<file path="src/hw/mlsrp_defines.svh">
`ifndef MLSRP_DEFINES_SVH
`define MLSRP_DEFINES_SVH

// Sample word and the count of bits that size a source-synchronous read
`define MLSRP_WORD_BITS 20
`define MLSRP_SRC_READ_BITS 18

// Field positions in the output protocol byte
`define MLSRP_MODE_LSB 0
`define MLSRP_MODE_MSB 1
`define MLSRP_WIDTH_LSB 2
`define MLSRP_WIDTH_MSB 3
`define MLSRP_RATE_BIT 4
`define MLSRP_CSRC_LSB 6
`define MLSRP_CSRC_MSB 7

// Field codes
`define MLSRP_MODE_SRC 2'h3
`define MLSRP_WIDTH_DUAL 2'h2
`define MLSRP_WIDTH_QUAD 2'h3
`define MLSRP_CSRC_SCLK 2'h0
`define MLSRP_CFG_CHAIN 8'h00

// Reset values
`define MLSRP_FRAMING_RST 2'h0
`define MLSRP_CFG_RST 8'h00

// Internal clock half period in system clock cycles
`define MLSRP_INT_HALF 4'h1

// Buffer depth
`define MLSRP_BUF_DEPTH 2

`endif

</file>
<file path="src/hw/mlsrp_pkg.sv">
`default_nettype none

package mlsrp_pkg;

  // Frame sequencing states
  typedef enum logic [1:0] {
    MLSRP_IDLE,
    MLSRP_SPI,
    MLSRP_SRC
  } mlsrp_state_t;

endpackage : mlsrp_pkg

`default_nettype wire

</file>
<file path="src/hw/mlsrp_word_buffer.sv">
`default_nettype none

module mlsrp_word_buffer #(
  parameter int WIDTH = 20,
  parameter int DEPTH = 2
) (
  input wire logic clk, // System clock
  input wire logic resetn, // Synchronous reset, active low
  input wire logic in_valid, // Source offers a word
  output logic in_ready, // Buffer can take a word
  input wire logic [WIDTH-1:0] in_data, // Word from source
  output logic out_valid, // Buffer holds a word
  input wire logic out_ready, // Drain takes the head word
  output logic [WIDTH-1:0] out_data // Head word
);

  localparam int PW = (DEPTH > 1) ? $clog2(DEPTH) : 1;

  logic [WIDTH-1:0] mem_r [DEPTH];
  logic [PW-1:0] wr_r;
  logic [PW-1:0] wr_nxt;
  logic [PW-1:0] rd_r;
  logic [PW-1:0] rd_nxt;
  logic [PW:0] cnt_r;
  logic [PW:0] cnt_nxt;
  logic push;
  logic pop;

  // Honest full and empty from the fill count
  assign in_ready = (cnt_r != (PW+1)'(DEPTH));
  assign out_valid = (cnt_r != '0);
  assign out_data = mem_r[rd_r];
  assign push = in_valid && in_ready;
  assign pop = out_valid && out_ready;

  // Pointer and count next values
  always_comb
  begin
    wr_nxt = wr_r;
    rd_nxt = rd_r;
    cnt_nxt = cnt_r;
    if (push)
    begin
      wr_nxt = (wr_r == PW'(DEPTH - 1)) ? '0 : wr_r + 1'b1;
    end
    if (pop)
    begin
      rd_nxt = (rd_r == PW'(DEPTH - 1)) ? '0 : rd_r + 1'b1;
    end
    if (push && !pop)
    begin
      cnt_nxt = cnt_r + 1'b1;
    end
    else if (pop && !push)
    begin
      cnt_nxt = cnt_r - 1'b1;
    end
  end

  // Pointer and count registers
  always_ff @(posedge clk)
  begin
    if (!resetn)
    begin
      wr_r <= '0;
      rd_r <= '0;
      cnt_r <= '0;
    end
    else
    begin
      wr_r <= wr_nxt;
      rd_r <= rd_nxt;
      cnt_r <= cnt_nxt;
    end
  end

  // Storage, written only on an accepted word
  always_ff @(posedge clk)
  begin
    if (push)
    begin
      mem_r[wr_r] <= in_data;
    end
  end

endmodule : mlsrp_word_buffer

`default_nettype wire

</file>
<file path="src/hw/mlsrp_readout.sv">
`include "mlsrp_defines.svh"

`default_nettype none

// Overview of operation
// - SPI framings can widen to two or four lanes
// - Width 10b drives two bits per launch
// - Width 11b drives four bits per launch
// - Launch edge and first bits follow SPI mode
// - Config 08h dual, 0Ch quad, any framing
// - Return clock held low in SPI framing
// - Nonzero config: zeros follow the word
// - Source-synchronous mode drives output clock with data
// - Clock source: serial, internal, /2, /4
// - Source-synchronous lanes launch on output clock edges
// - Rate bit selects single or double rate
// - Single rate launches only on rising
// - Double rate launches both edges, rising first
// - All 24 combinations with any framing
// - Output clock counts 18, 9, 5, 3
// - Reset framing is idle-low, rising capture
// - Config zero chains input through
module mlsrp_readout #(
  parameter int WORD_BITS = `MLSRP_WORD_BITS,
  parameter int BUF_DEPTH = `MLSRP_BUF_DEPTH
) (
  input wire logic clk, // System clock, 50 MHz
  input wire logic resetn, // Synchronous reset, active low
  input wire logic word_valid, // Converter offers a sample word
  output logic word_ready, // Buffer can take the word
  input wire logic [WORD_BITS-1:0] word_data, // Sample word, MSB first on the wire
  input wire logic [7:0] output_protocol_config, // Output protocol byte
  input wire logic [1:0] input_framing_field, // SPI polarity and phase select
  input wire logic chip_select_n, // Frame select pin, active low
  input wire logic serial_clock, // Host serial clock pin
  input wire logic serial_data_in, // Host data input pin
  output logic [3:0] output_lanes, // Output lanes zero to three
  output logic return_clock_pin, // Return clock output
  output logic frame_active, // A read frame is running
  output logic word_missing // Frame started with an empty buffer
);

  localparam int WB = WORD_BITS;

  // Pin synchronisers: stage one, stage two, previous stage two
  logic cs_s1_r;
  logic cs_s2_r;
  logic cs_d_r;
  logic sck_s1_r;
  logic sck_s2_r;
  logic sck_d_r;
  logic sdi_s1_r;
  logic sdi_s2_r;

  // Frame state
  mlsrp_pkg::mlsrp_state_t state_r;
  mlsrp_pkg::mlsrp_state_t state_nxt;
  logic [WB-1:0] sreg_r;
  logic [WB-1:0] sreg_nxt;
  logic [3:0] lanes_r;
  logic [3:0] lanes_nxt;
  logic rvs_r;
  logic rvs_nxt;
  logic [3:0] div_r;
  logic [3:0] div_nxt;
  logic [4:0] left_r;
  logic [4:0] left_nxt;
  logic [7:0] cfg_r;
  logic [7:0] cfg_nxt;
  logic [1:0] framing_r;
  logic [1:0] framing_nxt;
  logic missing_r;
  logic missing_nxt;

  // Buffer drain side
  logic buf_valid;
  logic [WB-1:0] buf_data;
  logic buf_pop;

  // Decoded edges and fields
  logic cs_fall;
  logic cs_rise;
  logic sck_rise;
  logic sck_fall;
  logic [1:0] width;
  logic ddr;
  logic [1:0] csrc;
  logic spi_launch;
  logic spi_capture;
  logic [3:0] half;
  logic [4:0] clocks;
  logic [WB-1:0] load_word;

  // Sample word buffer between the converter and the shifter
  mlsrp_word_buffer #(
    .WIDTH(WB),
    .DEPTH(BUF_DEPTH)
  ) u_buf (
    .clk(clk),
    .resetn(resetn),
    .in_valid(word_valid),
    .in_ready(word_ready),
    .in_data(word_data),
    .out_valid(buf_valid),
    .out_ready(buf_pop),
    .out_data(buf_data)
  );

  // Pin synchronisers, two flops before any logic
  always_ff @(posedge clk)
  begin
    if (!resetn)
    begin
      cs_s1_r <= 1'b1;
      cs_s2_r <= 1'b1;
      cs_d_r <= 1'b1;
      sck_s1_r <= 1'b0;
      sck_s2_r <= 1'b0;
      sck_d_r <= 1'b0;
      sdi_s1_r <= 1'b0;
      sdi_s2_r <= 1'b0;
    end
    else
    begin
      cs_s1_r <= chip_select_n;
      cs_s2_r <= cs_s1_r;
      cs_d_r <= cs_s2_r;
      sck_s1_r <= serial_clock;
      sck_s2_r <= sck_s1_r;
      sck_d_r <= sck_s2_r;
      sdi_s1_r <= serial_data_in;
      sdi_s2_r <= sdi_s1_r;
    end
  end

  // Edge decode and settings latched for the running frame
  assign cs_fall = cs_d_r && !cs_s2_r;
  assign cs_rise = !cs_d_r && cs_s2_r;
  assign sck_rise = !sck_d_r && sck_s2_r;
  assign sck_fall = sck_d_r && !sck_s2_r;
  assign width = cfg_r[`MLSRP_WIDTH_MSB:`MLSRP_WIDTH_LSB];
  assign ddr = cfg_r[`MLSRP_RATE_BIT];
  assign csrc = cfg_r[`MLSRP_CSRC_MSB:`MLSRP_CSRC_LSB];
  assign spi_launch = (framing_r[1] ^ framing_r[0]) ? sck_rise : sck_fall;
  assign spi_capture = (framing_r[1] ^ framing_r[0]) ? sck_fall : sck_rise;
  assign buf_pop = (state_r == mlsrp_pkg::MLSRP_IDLE) && cs_fall;
  assign load_word = buf_valid ? buf_data : '0;
  assign half = csrc[1] ? (`MLSRP_INT_HALF << (csrc[0] ? 2 : 1)) : `MLSRP_INT_HALF;

  // Output clocks per read, from lane count and rate
  always_comb
  begin
    unique case ({width, ddr})
      {`MLSRP_WIDTH_DUAL, 1'b0}: clocks = 5'(`MLSRP_SRC_READ_BITS / 2);
      {`MLSRP_WIDTH_DUAL, 1'b1}: clocks = 5'((`MLSRP_SRC_READ_BITS + 3) / 4);
      {`MLSRP_WIDTH_QUAD, 1'b0}: clocks = 5'((`MLSRP_SRC_READ_BITS + 3) / 4);
      {`MLSRP_WIDTH_QUAD, 1'b1}: clocks = 5'((`MLSRP_SRC_READ_BITS + 7) / 8);
      {2'h0, 1'b1}, {2'h1, 1'b1}: clocks = 5'(`MLSRP_SRC_READ_BITS / 2);
      default: clocks = 5'(`MLSRP_SRC_READ_BITS);
    endcase
  end

  // Present the head bits of a word on the lanes for the current width
  function automatic logic [3:0] head_bits(input logic [WB-1:0] w, input logic [1:0] wd);
    logic [3:0] h;
    unique case (wd)
      `MLSRP_WIDTH_DUAL: h = {2'b00, w[WB-2], w[WB-1]};
      `MLSRP_WIDTH_QUAD: h = {w[WB-4], w[WB-3], w[WB-2], w[WB-1]};
      default: h = {3'b000, w[WB-1]};
    endcase
    return h;
  endfunction : head_bits

  // Advance the word past the bits just presented
  function automatic logic [WB-1:0] advance(input logic [WB-1:0] w, input logic [1:0] wd, input logic fill);
    logic [WB-1:0] a;
    unique case (wd)
      `MLSRP_WIDTH_DUAL: a = {w[WB-3:0], 2'b00};
      `MLSRP_WIDTH_QUAD: a = {w[WB-5:0], 4'h0};
      default: a = {w[WB-2:0], fill};
    endcase
    return a;
  endfunction : advance

  // Frame sequencer next values
  always_comb
  begin
    state_nxt = state_r;
    sreg_nxt = sreg_r;
    lanes_nxt = lanes_r;
    rvs_nxt = rvs_r;
    div_nxt = div_r;
    left_nxt = left_r;
    cfg_nxt = cfg_r;
    framing_nxt = framing_r;
    missing_nxt = 1'b0;
    unique case (state_r)
      mlsrp_pkg::MLSRP_IDLE:
      begin
        lanes_nxt = 4'h0;
        rvs_nxt = 1'b0;
        if (cs_fall)
        begin
          // Settings frozen for the frame; phase 1 holds the word until its first launch edge
          cfg_nxt = output_protocol_config;
          framing_nxt = input_framing_field;
          missing_nxt = !buf_valid;
          state_nxt = mlsrp_pkg::MLSRP_SPI;
          sreg_nxt = load_word;
          if (output_protocol_config[`MLSRP_MODE_MSB:`MLSRP_MODE_LSB] == `MLSRP_MODE_SRC)
          begin
            state_nxt = mlsrp_pkg::MLSRP_SRC;
            div_nxt = 4'h0;
            left_nxt = 5'h00;
          end
          else if (!input_framing_field[0])
          begin
            // Phase 0: first bits appear with the frame select
            lanes_nxt = head_bits(load_word, output_protocol_config[`MLSRP_WIDTH_MSB:`MLSRP_WIDTH_LSB]);
            sreg_nxt = advance(load_word, output_protocol_config[`MLSRP_WIDTH_MSB:`MLSRP_WIDTH_LSB], 1'b0);
          end
        end
      end
      mlsrp_pkg::MLSRP_SPI:
      begin
        rvs_nxt = 1'b0;
        if (spi_capture && (cfg_r == `MLSRP_CFG_CHAIN))
        begin
          sreg_nxt[0] = sdi_s2_r; // Input enters at the bottom on each capture edge
        end
        if (cs_rise)
        begin
          state_nxt = mlsrp_pkg::MLSRP_IDLE;
          lanes_nxt = 4'h0;
        end
        else if (spi_launch)
        begin
          // Present the next group; zeros or chained input follow the word
          lanes_nxt = head_bits(sreg_r, width);
          sreg_nxt = advance(sreg_r, width, 1'b0);
        end
      end
      mlsrp_pkg::MLSRP_SRC:
      begin
        if (cs_rise)
        begin
          state_nxt = mlsrp_pkg::MLSRP_IDLE;
          lanes_nxt = 4'h0;
          rvs_nxt = 1'b0;
        end
        else if (csrc == `MLSRP_CSRC_SCLK)
        begin
          // Return clock follows the host clock, data launched on its edges
          rvs_nxt = sck_s2_r;
          if (sck_rise || (ddr && sck_fall))
          begin
            lanes_nxt = head_bits(sreg_r, width);
            sreg_nxt = advance(sreg_r, width, 1'b0);
          end
        end
        else if (left_r == 5'h00 && !rvs_r && div_r == 4'h0)
        begin
          // First tick of the internal source arms the clock count
          left_nxt = clocks;
          div_nxt = half - 4'h1;
        end
        else if (div_r != 4'h0 && left_r != 5'h00)
        begin
          div_nxt = div_r - 4'h1;
        end
        else if (left_r != 5'h00)
        begin
          div_nxt = half - 4'h1;
          rvs_nxt = !rvs_r;
          if (!rvs_r || ddr)
          begin
            lanes_nxt = head_bits(sreg_r, width);
            sreg_nxt = advance(sreg_r, width, 1'b0);
          end
          if (rvs_r)
          begin
            left_nxt = left_r - 5'h01;
            if (left_r == 5'h01)
            begin
              div_nxt = 4'hF; // Parks the generator low until frame end
            end
          end
        end
      end
      default: state_nxt = mlsrp_pkg::MLSRP_IDLE;
    endcase
  end

  // Frame sequencer registers
  always_ff @(posedge clk)
  begin
    if (!resetn)
    begin
      state_r <= mlsrp_pkg::MLSRP_IDLE;
      sreg_r <= '0;
      lanes_r <= 4'h0;
      rvs_r <= 1'b0;
      div_r <= 4'h0;
      left_r <= 5'h00;
      cfg_r <= `MLSRP_CFG_RST;
      framing_r <= `MLSRP_FRAMING_RST;
      missing_r <= 1'b0;
    end
    else
    begin
      state_r <= state_nxt;
      sreg_r <= sreg_nxt;
      lanes_r <= lanes_nxt;
      rvs_r <= rvs_nxt;
      div_r <= div_nxt;
      left_r <= left_nxt;
      cfg_r <= cfg_nxt;
      framing_r <= framing_nxt;
      missing_r <= missing_nxt;
    end
  end

  // Outputs straight from flops, except frame_active, decoded from state_r
  assign output_lanes = lanes_r;
  assign return_clock_pin = rvs_r;
  assign frame_active = (state_r != mlsrp_pkg::MLSRP_IDLE);
  assign word_missing = missing_r;

endmodule : mlsrp_readout

`default_nettype wire

</file>
<file path="config.mk">
export PLATFORM = sky130hd
export DESIGN_NAME = mlsrp_readout
export DESIGN_NICKNAME = d
export VERILOG_FILES = /design/src/hw/mlsrp_pkg.sv /design/src/hw/mlsrp_word_buffer.sv /design/src/hw/mlsrp_readout.sv
export VERILOG_INCLUDE_DIRS = /design/src /design/src/hw
export SDC_FILE = /design/constraint.sdc
export NUM_CORES = 1
export LEC_CHECK = 0
export BUFFER_PORTS_ARGS = -buffer_cell sky130_fd_sc_hd__buf_4
export CAP_MARGIN = 5
export CORE_AREA = 2 2 113 115
export CTS_CLUSTER_SIZE = 40
export DETAILED_ROUTE_END_ITERATION = 6
export DIE_AREA = 0 0 115 117
export HOLD_SLACK_MARGIN = 0.03
export PLACE_DENSITY = 0.65
export SETUP_SLACK_MARGIN = 0.15
export SYNTH_ARGS = -nofsm -noshare
export SYNTH_HDL_FRONTEND = slang
export SYNTH_SLANG_ARGS = --single-unit
export TNS_END_PERCENT = 50
</file>
<file path="constraint.sdc">
create_clock -name clk -period 5 [get_ports clk]
set_input_delay 0.25 -clock clk [delete_from_list [all_inputs] [get_ports clk]]
set_output_delay 0.25 -clock clk [all_outputs]
set_load 0.01 [all_outputs]
</file>
======== Word level (Yosys, flattened, before mapping) ========
Memories as Yosys holds them, arrays and structs flattened. A register that Yosys moved wholly into a read port is not among the register bits.
Cells that the tools add are included.
Widths: inputs -> output; s select.
operators by class
  reduce and logical (&&, ||, !) cells .... 50
  equal/unequal tests ..................... 37
  add/sub/neg operators ................... 7
  shift operators ......................... 1
  multiplexer cells ....................... 74
  bitwise logic cells ..................... 1
operators by type and width
  kind                 number
  $mux 20              13
  $mux 4               22
  $pmux 20 s2          2
  $pmux 20 s3          1
  $mux 5               8
  $ne 3x3->1 const B   9
  $ne 4x4->1 const B   6
  $pmux 4 s2           3
  $reduce_and 8->1     2
  $pmux 5 s3           1
  $logic_and 1x1->1    14
  $mux 1               14
  $eq 2x2->1 const B   6
  $eq 3x3->1 const B   4
  $mux 2               6
  $ne 2x2->1 const B   6
  $pmux 4 s3           1
  $pmux 5 s2           1
  $reduce_and 10->1    1
  $reduce_bool 2->1    5
  $logic_not 1->1      8
  $logic_not 8->1      1
  $sub 4x1->4 const B  2
  $reduce_and 7->1     1
  26 further kinds     33
storage, ports and cells
  word-level logic and storage cells ...... 192
  flip-flop bits (word level) ............. 59
  memories ................................ 1
  memory bits (writable) .................. 40
  input port bits ......................... 36
  output and inout port bits .............. 8
memories
  memory       words  bits a word  rd ports  clocked after Yosys merged registers in  wr ports  line                     RTL
  u_buf.mem_r  2      20           1         1                                        1         mlsrp_word_buffer.sv:19  logic [WIDTH-1:0] mem_r [DEPTH];

======== Logic depth before layout (Yosys ltp) ========
Gate-level depths: netlist of the first run.
  depth after elaboration ................. 12
  mapped depth ............................ 10
  gate-level depth less buffers ........... 8

======== Cells and area by module ========
A second synthesis of the first run with hierarchy kept.
unflattened totals
  cell total of the unflattened synthesis .. 546
  area, all modules ....................... 5306.3 um^2
modules (own cells, without submodules)
  module             cells each  sequential area each (um^2)  times used  area each (um^2)
  mlsrp_readout      460         1101.1                       1           3627.2
  mlsrp_word_buffer  86          1301.2                       1           1679.1

======== Worst setup path before layout of the first run ========
No wires, ideal clock.
  path type ............................... register to register
  from .................................... register left_r[0]
  to ...................................... register left_r[4]
  period minus slack after synthesis ...... 2267 ps
  data required time ...................... 4904 ps
  data arrival time ....................... 2171 ps
  path buffers ............................ 2
  library setup time ...................... 96 ps
  setup slack ............................. 2733 ps
  stages on the path, launching flop included .. 9
  path through ............................ dfxtp_1 inv_1 ha_1 or4b_1 buf_2 or3_1 buf_2 a32o_2 o41ai_2
on the way
  longest elaborated chain between the ends .. 8
  elaborated cells on any way between the ends .. 17
  classes of those cells .................. add/sub (1); eq/ne (3); mux (7); reduce/logical (6)
ends and longest elaborated chain
  element                 line                  RTL
  start, declared         mlsrp_readout.sv:66   logic [4:0] left_r;
  start signal, assigned  mlsrp_readout.sv:316  left_r <= left_nxt;
  $sub 5x1->5             mlsrp_readout.sv:282  left_nxt = left_r - 5'h01;
  $mux 5                  mlsrp_readout.sv:280  if (rvs_r)
  $mux 5                  mlsrp_readout.sv:271  else if (left_r != 5'h00)
  $mux 5                  mlsrp_readout.sv:267  else if (div_r != 4'h0 && left_r != 5'h00)
  $mux 5                  mlsrp_readout.sv:261  else if (left_r == 5'h00 && !rvs_r && div_r == 4'h0)
  $mux 5                  mlsrp_readout.sv:251  else if (csrc == `MLSRP_CSRC_SCLK)
  $mux 5                  mlsrp_readout.sv:245  if (cs_rise)
  $pmux 5 s2              mlsrp_readout.sv:197  unique case (state_r)
Parallel ways exist; a longest one is shown, timed or not. The select of a mux whose other input is x is not followed.
A chain may end at the register's enable or synchronous reset.

======== Worst setup path after layout of the first run ========
  from .................................... register left_r[0]
  to ...................................... register sreg_r[12]
on the way
  longest elaborated chain between the ends .. 5
  elaborated cells on any way between the ends .. 9
  classes of those cells .................. eq/ne (3); reduce/logical (6)
ends and longest elaborated chain
  element                          line                  RTL
  $logic_not 5->1                  mlsrp_readout.sv:261
  $logic_and 1x1->1 (2 in series)  mlsrp_readout.sv:261
  $ne 3x3->1 (no line)             --
  $reduce_and 10->1 (no line) (*)  --
  end signal, assigned             mlsrp_readout.sv:312  sreg_r <= sreg_nxt;
  end, declared                    mlsrp_readout.sv:58   logic [WB-1:0] sreg_r;
Mark *: on every way between the ends. The rest lies on a longest branch, timed or not.

==> impl_metrics.py, run 1 <==
metrics = {
    "finish": {
        "area_growth_pct": 13.0,
        "antenna_cells": 0,
        "nNetsFinal": 646,
        "layout-drive-gt1-share": 0.139,
        "layout_common_cells": "dfxtp_1 (60), nand2_1 (55), a21oi_1 (54)",
        "layout_commonest_cell": "dfxtp_1",
    },
    "timing": {
        "max_freq_mhz": 374,
        "slew_headroom": 0.389,
        "period_share": 0.535,
        "skew_ps": 8.60,
        "maxSlewViolCount": 0,
        "grt_setup_unrepaired": "no",
        "tns_ps": 0,
        "setup_viol": 0,
        "worst_pin_slew_ps": 916,
        "hold_violations": 0,
        "whs_ps": 68.9,
        "min_period_ps": 2680,
    },
    "min_path": {
        "hp-start": "chip_select_n",
        "hp-class": "input pin to flip-flop",
        "worstHoldEndpoint": "cs_s1_r",
        "hold_path_depth": 2,
    },
    "place": {
        "place.gp.congestion": 0.882,
        "numPortBuffers": 43,
        "place_hpwl_um": 8950,
    },
    "clock_tree": {
        "numCtsBuffers": 9,
        "cts_hold_buf": 0,
        "clkSinkCount": 100,
        "worstSkewPairLatency_ps": 360,
        "cts.clk_slew.worst_paths_ps": 70,
        "h-tree-depth": 3,
        "clockBufferDepth": 2,
        "cts_resized": 0,
        "clock-root-buffer": "clkbuf_16",
        "cts_setup_buffers": 0,
        "cts_tree": "yes",
    },
    "logic_synthesis": {
        "ys_top_cells_by_area": "dfxtp_1 (22%), edfxtp_1 (22%), mux2i_1 (7.2%)",
        "ys.flop_type": "dfxtp_1",
        "synth_area_um2": 5390,
        "yosys_warnings": 0,
        "yosys.area.top_type": "dfxtp_1",
        "syn_inst": 581,
        "postSynth.asyncResetShare": 0,
        "syn_area_per_cell_um2": 9.28,
        "synth-edff-count": 40,
        "synth_seq_cells": 100,
        "synth_cell_types": 62,
        "synth_nets": 627,
        "yosysTopAreaCellShare": 0.223,
        "ys_seq_area_frac": 0.445,
    },
    "worst_setup_path": {
        "r2r_slack_ps": 2320,
        "cp-end-kind": "flip-flop",
        "critPathRequiredTime_ps": 5260,
        "path_class": "flip-flop to flip-flop",
        "crit_fanout": 24,
        "r2r-start": "left_r[0]",
        "start_kind": "flip-flop",
        "worstPathArrival_ps": 2940,
        "ff2ff_path_depth": 8,
        "r2r-end": "sreg_r[12]",
    },
    "floorplan": {
        "die_x_um": 115,
        "core_area_um2": 12300,
        "die_h_um": 117,
        "die-area_um2": 13500,
        "rows": 41,
        "start_util": 0.438,
        "boundaryPins": 44,
    },
    "power": {
        "irDropWorstVdd_mv": 0.264,
        "leakage_nw": 2.11,
        "power_mw": 2.21,
        "power.density_nw_per_um2": 362,
    },
    "routing": {
        "drc": 0,
        "drt-initial-drc-count": 298,
        "wl_per_cell_um": 17.1,
        "dr.pass1.iters": 5,
        "totalWireLength_um": 12900,
        "antenna_left": 0,
        "vias_per_cell": 6.07,
        "num_vias": 4585,
    },
    "run": {
        "maxCapViolations": 0,
    },
    "grt": {
        "grt_use_total": 0.202,
        "grt_pass1_wl_um": 21300,
        "gr-total-overflow": 0,
        "grt_pass1_vias": 4325,
        "grt_max_degree": 47,
        "antenna_found_initial": 0,
    },
    "status": {
        "status": "finished, final reports clean",
    },
}
## report_power, final
part / total, mW / internal, mW / switching (mW)
Combinational: 0.508 / 0.201 / 0.307
Sequential: 0.998 / 0.940 / 0.0579
Clock: 0.704 / 0.390 / 0.313
## layer usage
layer	wire (um)	vias up	track usage	share of wire
met2	5890	135	0.313	0.46
met1	5960	2201	0.269	0.46
met5	0	-	0	0
met3	786	26	0.0505	0.061
met4	299	0	0.0900	0.023
li1	-	2223	-	-
## cell usage after synthesis, types with 3 or more instances
cell type  number
dfxtp_1        60
nor2_1         43
a31oi_1        22
o21ai_0        20
mux2i_1        39
clkbuf_1       26
buf_2           8
nand2b_1        7
nand2_1        55
o32ai_1         3
ha_1           10
or3_1           7
a311oi_1        5
nand4_1         5
o211ai_1        5
o22ai_1         9
or2_2           3
xor2_1          8
and2_1          8
a32oi_1         3
nor2b_1         8
mux2_2          8
nand3_1         9
buf_1           9
a211oi_1       25
a22o_1          3
a22oi_1         3
a21oi_1        54
a2bb2oi_1       8
and3_1          4
edfxtp_1       40
inv_1          13
nor3_1         11
## worst max path at each step
stage                     startpoint         end  slack, ps
after global placement     left_r[0]   sreg_r[9]       2460
after floorplan            left_r[0]   left_r[4]       2730
after detailed placement   left_r[0]  sreg_r[12]       2360
after CTS                  left_r[0]  sreg_r[12]       2320
final                      left_r[0]  sreg_r[12]       2320
after global routing       left_r[0]  sreg_r[12]       2110
## per-stage QoR
stage	util	setup WS [ps]	instances	instance area, um2
after floorplan	-	2730	581	5390
after global placement	0.471	2460	739	5800
after detailed placement	0.471	2360	739	5800
after CTS	0.495	2320	755	6100
after global routing	0.495	2110	755	6100
final	0.495	2320	755	6100
## cell families after synthesis
logic type      synth area share
compound gates             0.232
simple gates               0.152
flops                      0.445
buf+inv                   0.0415
mux                       0.0891
xor+xnor                  0.0162
fa+ha+maj                 0.0232
## worst max-delay path, stage by stage, from the launching register on
cell and delay, ps:
dfxtp_1 330, inv_1 130, ha_1 150, or4b_1 600, a21boi_0 360, nor3_2 80
buf_4 220, and3_1 400, a211oi_1 310
## layout make-up
| type | count | area (um2) |
|---|---|---|
| inverter | 14 | 52.6 |
| multi-input combinational | 424 | 2770 |
| clock inverter | 7 | 73.8 |
| timing repair buffer | 51 | 383 |
| tap | 150 | 188 |
| sequential | 100 | 2400 |
| fill | 1150 | 6210 |
| clock buffer | 9 | 225 |
## sequential cells by signal, summed over array words and instances, names as in the netlist, 2 cells and up, named ones only
signal / count
div_r: 4
cfg_r: 8
framing_r: 2
output_lanes: 4
u_buf.mem_r: 40
u_buf.cnt_r: 2
state_r: 2
left_r: 5
sreg_r: 20
No activity file was read; power rests on OpenSTA's default activity.
==> run 2, diff against run 1 <==
--- a/config.mk
+++ b/config.mk
@@ -6,12 +6,13 @@
 export SDC_FILE = /design/constraint.sdc
 export NUM_CORES = 1
 export LEC_CHECK = 0
+export ABC_AREA = 1
 export BUFFER_PORTS_ARGS = -buffer_cell sky130_fd_sc_hd__buf_4
 export CAP_MARGIN = 5
-export CORE_AREA = 2 2 113 115
+export CORE_AREA = 2 2 116 118
 export CTS_CLUSTER_SIZE = 40
 export DETAILED_ROUTE_END_ITERATION = 6
-export DIE_AREA = 0 0 115 117
+export DIE_AREA = 0 0 118 120
 export HOLD_SLACK_MARGIN = 0.03
 export PLACE_DENSITY = 0.65
 export SETUP_SLACK_MARGIN = 0.15
==> constraint.sdc (replaced) <==
create_clock -name clk -period 2.6 [get_ports clk]
set_input_delay 0.13 -clock clk [delete_from_list [all_inputs] [get_ports clk]]
set_output_delay 0.13 -clock clk [all_outputs]
set_load 0.01 [all_outputs]
==> run 2 against run 1 <==
Against the previous run:
- die area up 5.2%
- fmax up 26%
- combinational power rose to 2.6 times the previous value
- highest routed layer unchanged
- hold slack worse by 24 ps
- largest cell class unchanged
- non-clock buffer count up 25
- sequential share of layout area down 3.8 points
- critical path depth up 4
==> impl_metrics.py, run 2 <==
metrics = {
    "status": {
        "status": "finished, final reports clean",
    },
    "worst_setup_path": {
        "ff2ff_path_depth": 12,
        "r2r_slack_ps": 480,
        "crit_fanout": 5,
        "critPathMaxStageDelay_ps": 330,
        "crit_path_end": "u_buf.cnt_r[1]",
        "path_class": "flip-flop to flip-flop",
        "r2r-start": "state_r[0]",
        "cp-end-kind": "flip-flop",
        "crit_top_cell": "inv_1",
        "critPathSlowestCell": "dfxtp_1",
        "cp-startpoint": "state_r[0]",
        "worstPathArrival_ps": 2360,
        "path_cells": "inv_1, ha_1, inv_1, nor2_1, inv_1, nor2_1, inv_1, ha_1, a21oi_1, o21ai_0, o21ai_0, a21oi_1",
        "r2r-end": "u_buf.cnt_r[1]",
        "critPathRequiredTime_ps": 2850,
        "start_kind": "flip-flop",
    },
    "clock_tree": {
        "cts.clk_slew.worst_paths_ps": 70,
        "worstSkewPairLatency_ps": 360,
        "clkSinkCount": 100,
        "cts_resized": 0,
        "clockBufferDepth": 2,
        "clock-root-buffer": "clkbuf_16",
        "numCtsBuffers": 9,
        "h-tree-depth": 3,
        "cts_tree": "yes",
    },
    "logic_synthesis": {
        "synth-edff-count": 40,
        "synth.most_common_cell": "nand2_1",
        "ys.flop_type": "dfxtp_1",
        "synth_area_um2": 5740,
        "ys_top_cells_by_area": "dfxtp_1 (21%), edfxtp_1 (21%), nand2_1 (17%)",
        "synth_xor_area_frac": 0.00611,
        "yosys_warnings": 0,
        "ys_seq_area_frac": 0.419,
        "yosys.area.top_type": "dfxtp_1",
        "synthTopCellsByCount": "nand2_1 (255), nor2_1 (175), inv_1 (85)",
        "synth_seq_cells": 100,
        "yosysTopAreaCellShare": 0.209,
        "synth_compound_area_frac": 0.0977,
        "postSynth.asyncResetShare": 0,
        "synth_fa_ha_area_frac": 0.0218,
        "synth_cell_types": 36,
        "syn_inst": 845,
        "syn_area_per_cell_um2": 6.79,
        "synth_mux_area_frac": 0,
        "synthSimpleGateAreaFrac": 0.367,
        "synth_top_family_by_area": "simple AND/OR/NAND/NOR gates",
        "synth_nets": 891,
    },
    "run": {
        "maxCapViolations": 0,
    },
    "timing": {
        "hold_violations": 0,
        "period_share": 0.814,
        "tns_ps": 0,
        "skew_ps": 9.09,
        "worst_pin_slew_ps": 660,
        "whs_ps": 45.1,
        "grt_setup_unrepaired": "no",
        "max_freq_mhz": 472,
        "maxSlewViolCount": 0,
        "setup_viol": 0,
        "slew_headroom": 0.559,
        "min_period_ps": 2120,
    },
    "grt": {
        "grt_use_total": 0.197,
        "gr-total-overflow": 0,
        "grt_pass1_wl_um": 22700,
        "grt_max_degree": 48,
        "grt_pass1_vias": 4737,
        "antenna_found_initial": 0,
    },
    "floorplan": {
        "die-area_um2": 14200,
        "boundaryPins": 44,
        "core_area_um2": 13000,
        "start_util": 0.442,
        "die_x_um": 118,
        "die_h_um": 120,
        "rows": 42,
    },
    "routing": {
        "wl_per_cell_um": 12.4,
        "drt-initial-drc-count": 315,
        "dr.pass1.iters": 5,
        "num_vias": 5209,
        "vias_per_cell": 4.81,
        "antenna_left": 0,
        "totalWireLength_um": 13500,
        "drc": 0,
    },
    "finish": {
        "layout-drive-gt1-share": 0.106,
        "area_growth_pct": 17.5,
        "layout_common_cells": "nand2_1 (255), nor2_1 (175), inv_1 (85)",
        "antenna_cells": 0,
        "layout_commonest_cell": "nand2_1",
        "largest-register": "u_buf.mem_r",
        "largest_reg_flops": 40,
        "largestRegisters": "u_buf.mem_r x40, sreg_r x20, cfg_r x8",
        "nNetsFinal": 947,
    },
    "power": {
        "power.density_nw_per_um2": 690,
        "leakage_nw": 3.11,
        "irDropWorstVdd_mv": 0.505,
        "power_mw": 4.65,
    },
    "place": {
        "numPortBuffers": 43,
        "place_hpwl_um": 9540,
        "place.gp.congestion": 0.857,
    },
    "min_path": {
        "hp-class": "input pin to flip-flop",
    },
}
==> run 2: routing by layer <==
metal  global-route usage  vias to the layer above  wire length, um
met5                    0                        -                0
met4               0.0497                        0              146
met3               0.0394                       11              519
met2                0.330                      100             6260
met1                0.262                     2307             6530
li1                     -                     2791                -
==> run 2: where the power goes <==
part	leakage [nW]	internal (mW)	switching, mW
Combinational	2.09	0.450	0.893
Sequential	0.864	1.82	0.0721
Clock	0.151	0.771	0.650
Total	3.11	3.04	1.61
==> run 2: what timing repair did <==
item                                   4_1_cts  5_1_grt
endpoints found under the hold margin       43        0
setup buffers                                0        0
hold buffers                                23        0
==> run 2: final cells by class <==
cell class | instances | area [um2]
clock inverter | 7 | 86.3
multi-input combinational | 623 | 2830
fill | 1334 | 6240
sequential | 100 | 2400
clock buffer | 9 | 225
tap | 176 | 220
inverter | 91 | 342
timing repair buffer | 76 | 641
==> run 2: cells by family after synthesis <==
logic type,Yosys count
adder cells (fa/ha/maj),10
buffers and inverters,122
flip-flops,100
XOR/XNOR,4
AND/OR/NAND/NOR,507
AO/OA/AOI/OAI,102
==> run 2: how the worst min path moves through the flow <==
stage	from	to	slack, ps	cells past startpoint
6_report	input_framing_field[0]	framing_r[0]	50	3
5_1_grt	input_framing_field[0]	framing_r[0]	70	3
4_1_cts	input_framing_field[0]	framing_r[0]	40	3
3_5_place_dp	word_data[19]	u_buf.mem_r[0][19]	320	1
3_3_place_gp	word_data[7]	u_buf.mem_r[0][7]	320	1
2_1_floorplan	serial_clock	sck_s1_r	230	2
==> run 2: stage by stage <==
step / setup WS (ps) / area [um2] / std cells / utilization
global placement: 603 / 6200 / 1043 / 0.478
finish: 484 / 6740 / 1082 / 0.519
global route: 224 / 6740 / 1082 / 0.519
detailed placement: 508 / 6200 / 1043 / 0.478
floorplan: 473 / 5740 / 845 / -
CTS: 504 / 6740 / 1082 / 0.519
==> run 2: worst max-delay path, delay by kind of cell, from the launching register on <==
kind / cells / cell delay [ps]
fa+ha+maj: 2 / 570
compound gates: 4 / 420
simple gates: 2 / 340
flops: 1 / 330
buf+inv: 4 / 330
==> run 3, diff against run 2 <==
--- a/config.mk
+++ b/config.mk
@@ -6,15 +6,15 @@
 export SDC_FILE = /design/constraint.sdc
 export NUM_CORES = 1
 export LEC_CHECK = 0
-export ABC_AREA = 1
+export ABC_AREA = 0
 export BUFFER_PORTS_ARGS = -buffer_cell sky130_fd_sc_hd__buf_4
 export CAP_MARGIN = 5
-export CORE_AREA = 2 2 116 118
+export CORE_AREA = 2 2 113 115
 export CTS_CLUSTER_SIZE = 40
 export DETAILED_ROUTE_END_ITERATION = 6
-export DIE_AREA = 0 0 118 120
+export DIE_AREA = 0 0 115 117
 export HOLD_SLACK_MARGIN = 0.03
-export PLACE_DENSITY = 0.65
+export PLACE_DENSITY = 0.67
 export SETUP_SLACK_MARGIN = 0.15
 export SYNTH_ARGS = -nofsm -noshare
 export SYNTH_HDL_FRONTEND = slang
==> constraint.sdc (replaced) <==
create_clock -name clk -period 1.9 [get_ports clk]
set_input_delay 0.095 -clock clk [delete_from_list [all_inputs] [get_ports clk]]
set_output_delay 0.095 -clock clk [all_outputs]
set_load 0.01 [all_outputs]
==> run 3 against run 2 <==
Against the previous run:
- the run now ends with negative setup slack left
- worst setup slack worse by 670 ps
- critical path depth down 6
- sequential share of layout area down 2.9 points
- combinational power up 31%
- cell count down 20%
- largest power group unchanged
==> impl_metrics.py, run 3 (synthesis gave the netlist of run 1 again) <==
metrics = {
    "status": {
        "status": "complete, but fails checks",
        "failed_checks": "negative setup slack",
    },
    "timing": {
        "skew_ps": 12.0,
        "fin_ws_ps": -191,
        "tns_ps": -3430,
        "max_freq_mhz": 478,
        "slew_headroom": 0.604,
        "hold_violations": 0,
        "grt_setup_unrepaired": "yes",
        "period_share": 1.10,
        "worst_pin_slew_ps": 590,
        "min_period_ps": 2090,
        "whs_ps": 60.6,
        "maxSlewViolCount": 0,
        "setup_viol": 30,
    },
    "power": {
        "leakage_nw": 2.67,
        "irDropWorstVdd_mv": 0.690,
        "power_mw": 6.20,
        "power.density_nw_per_um2": 842,
    },
    "min_path": {
        "hold_path_depth": 2,
        "hp-start": "resetn",
        "hp-class": "input pin to flip-flop",
        "worstHoldEndpoint": "cs_s1_r",
    },
    "place": {
        "numPortBuffers": 43,
        "dpl-instance-area_um2": 6350,
        "place.gp.congestion": 0.878,
        "place_hpwl_um": 9900,
        "place_inst": 804,
        "pre_cts_ws_ps": -311,
    },
    "finish": {
        "instances_no_fill": 861,
        "layout-drive-gt1-share": 0.314,
        "nNetsFinal": 752,
        "final_core_util": 0.598,
        "largestRegisters": "u_buf.mem_r x40, sreg_r x20, cfg_r x8",
        "area_growth_pct": 36.4,
        "layout_common_cells": "buf_4 (117), dfxtp_1 (54), a21oi_1 (52)",
        "antenna_cells": 0,
        "layout_commonest_cell": "buf_4",
        "fillers": 1000,
        "fin_area_um2": 7360,
        "largest_reg_flops": 40,
        "largest-register": "u_buf.mem_r",
    },
    "clock_tree": {
        "clock-root-buffer": "clkbuf_16",
        "worstSkewPairLatency_ps": 360,
        "cts.clk_slew.worst_paths_ps": 70,
        "clkSinkCount": 100,
        "h-tree-depth": 3,
        "numCtsBuffers": 9,
        "cts_tree": "yes",
        "clockBufferDepth": 2,
    },
    "grt": {
        "grt_max_degree": 40,
        "gr-total-overflow": 0,
        "antenna_found_initial": 0,
        "grt_use_total": 0.227,
        "grt_pass1_vias": 4902,
        "grt_pass1_wl_um": 24000,
    },
    "routing": {
        "vias_per_cell": 5.81,
        "dr.pass1.iters": 5,
        "wl_per_cell_um": 17.4,
        "drc": 0,
        "totalWireLength_um": 15000,
        "num_vias": 5003,
        "antenna_left": 0,
        "drt-initial-drc-count": 282,
    },
    "worst_setup_path": {
        "cp-end-kind": "flip-flop",
        "path_cells": "inv_2, ha_4, or4b_4, or3_4, a32o_2, o41ai_2",
        "path_delay_family": "simple AND/OR/NAND/NOR gates",
        "r2r-start": "left_r[0]",
        "crit_fanout": 6,
        "r2r-end": "left_r[4]",
        "critPathSlowestCell": "or4b_4",
        "ff2ff_path_depth": 6,
        "critPathRequiredTime_ps": 2140,
        "path_class": "flip-flop to flip-flop",
        "crit_buf_inv": 1,
        "worstPathArrival_ps": 2330,
        "critPathMaxStageDelay_ps": 470,
        "r2r_slack_ps": -190,
        "start_kind": "flip-flop",
    },
    "floorplan": {
        "die-area_um2": 13500,
        "die_h_um": 117,
        "rows": 41,
        "core_area_um2": 12300,
        "die_x_um": 115,
        "start_util": 0.438,
        "boundaryPins": 44,
    },
    "run": {
        "maxCapViolations": 0,
    },
}
## run 3: changes by cell type in the layout (fill, tap and decap cells not counted), moves of 22 or more
cell     before  now
a31oi_1       0   22
inv_1        85    7
nand2_1     255   49
mux2i_1       0   39
nor2_1      175   41
nand3_1      29    6
o21ai_0      39   16
buf_4        52  117
## run 3: area by class of cell
type	count	area, um2	share of cell area
Clock inverter	7	66.3	0.00901
Timing Repair Buffer	157	1330	0.180
Clock buffer	9	225	0.0306
Multi-Input combinational cell	424	3090	0.420
Tap cell	150	188	0.0255
Inverter	14	52.6	0.00714
Sequential cell	100	2410	0.327
## run 3: report_power, final
part	total (mW)	switching (mW)	internal [mW]	leakage, nW
logic	1.76	0.966	0.798	1.66
registers	2.62	0.151	2.47	0.866
clock network	1.81	0.885	0.923	0.138
## run 3: worst reg2reg max path, stage by stage (launching register included)
cell     delay, ps
dfxtp_2        330
inv_2           80
ha_4           130
or4b_4         470
or3_4          390
a32o_2         320
o41ai_2        270
## run 3: how the worst max path moves through the flow
stage / start / endpoint / slack (ps) / cells after the start
floorplan: left_r[0] / left_r[4] / -280 / 8
global placement: div_r[0] / left_r[4] / -190 / 6
detailed placement: div_r[1] / left_r[4] / -310 / 6
CTS: left_r[0] / left_r[3] / -170 / 8
global route: left_r[0] / left_r[3] / -240 / 8
finish: left_r[0] / left_r[4] / -190 / 6
## run 3: layer usage
layer  global-route usage  share of wire  vias to the layer above
met3               0.0448          0.049                       21
met5                    0              0                        -
met2                0.385           0.49                      146
met4               0.0843          0.018                        0
li1                     -              -                     2437
met1                0.290           0.44                     2399
## run 3: timing repair
item,CTS,global route
gates cloned,2,0
hold buffers,31,0
endpoints found under the setup margin,35,35
endpoints found under the hold margin,51,0
pin swaps,16,13
gates resized for setup,61,19
buffers inserted,7,1
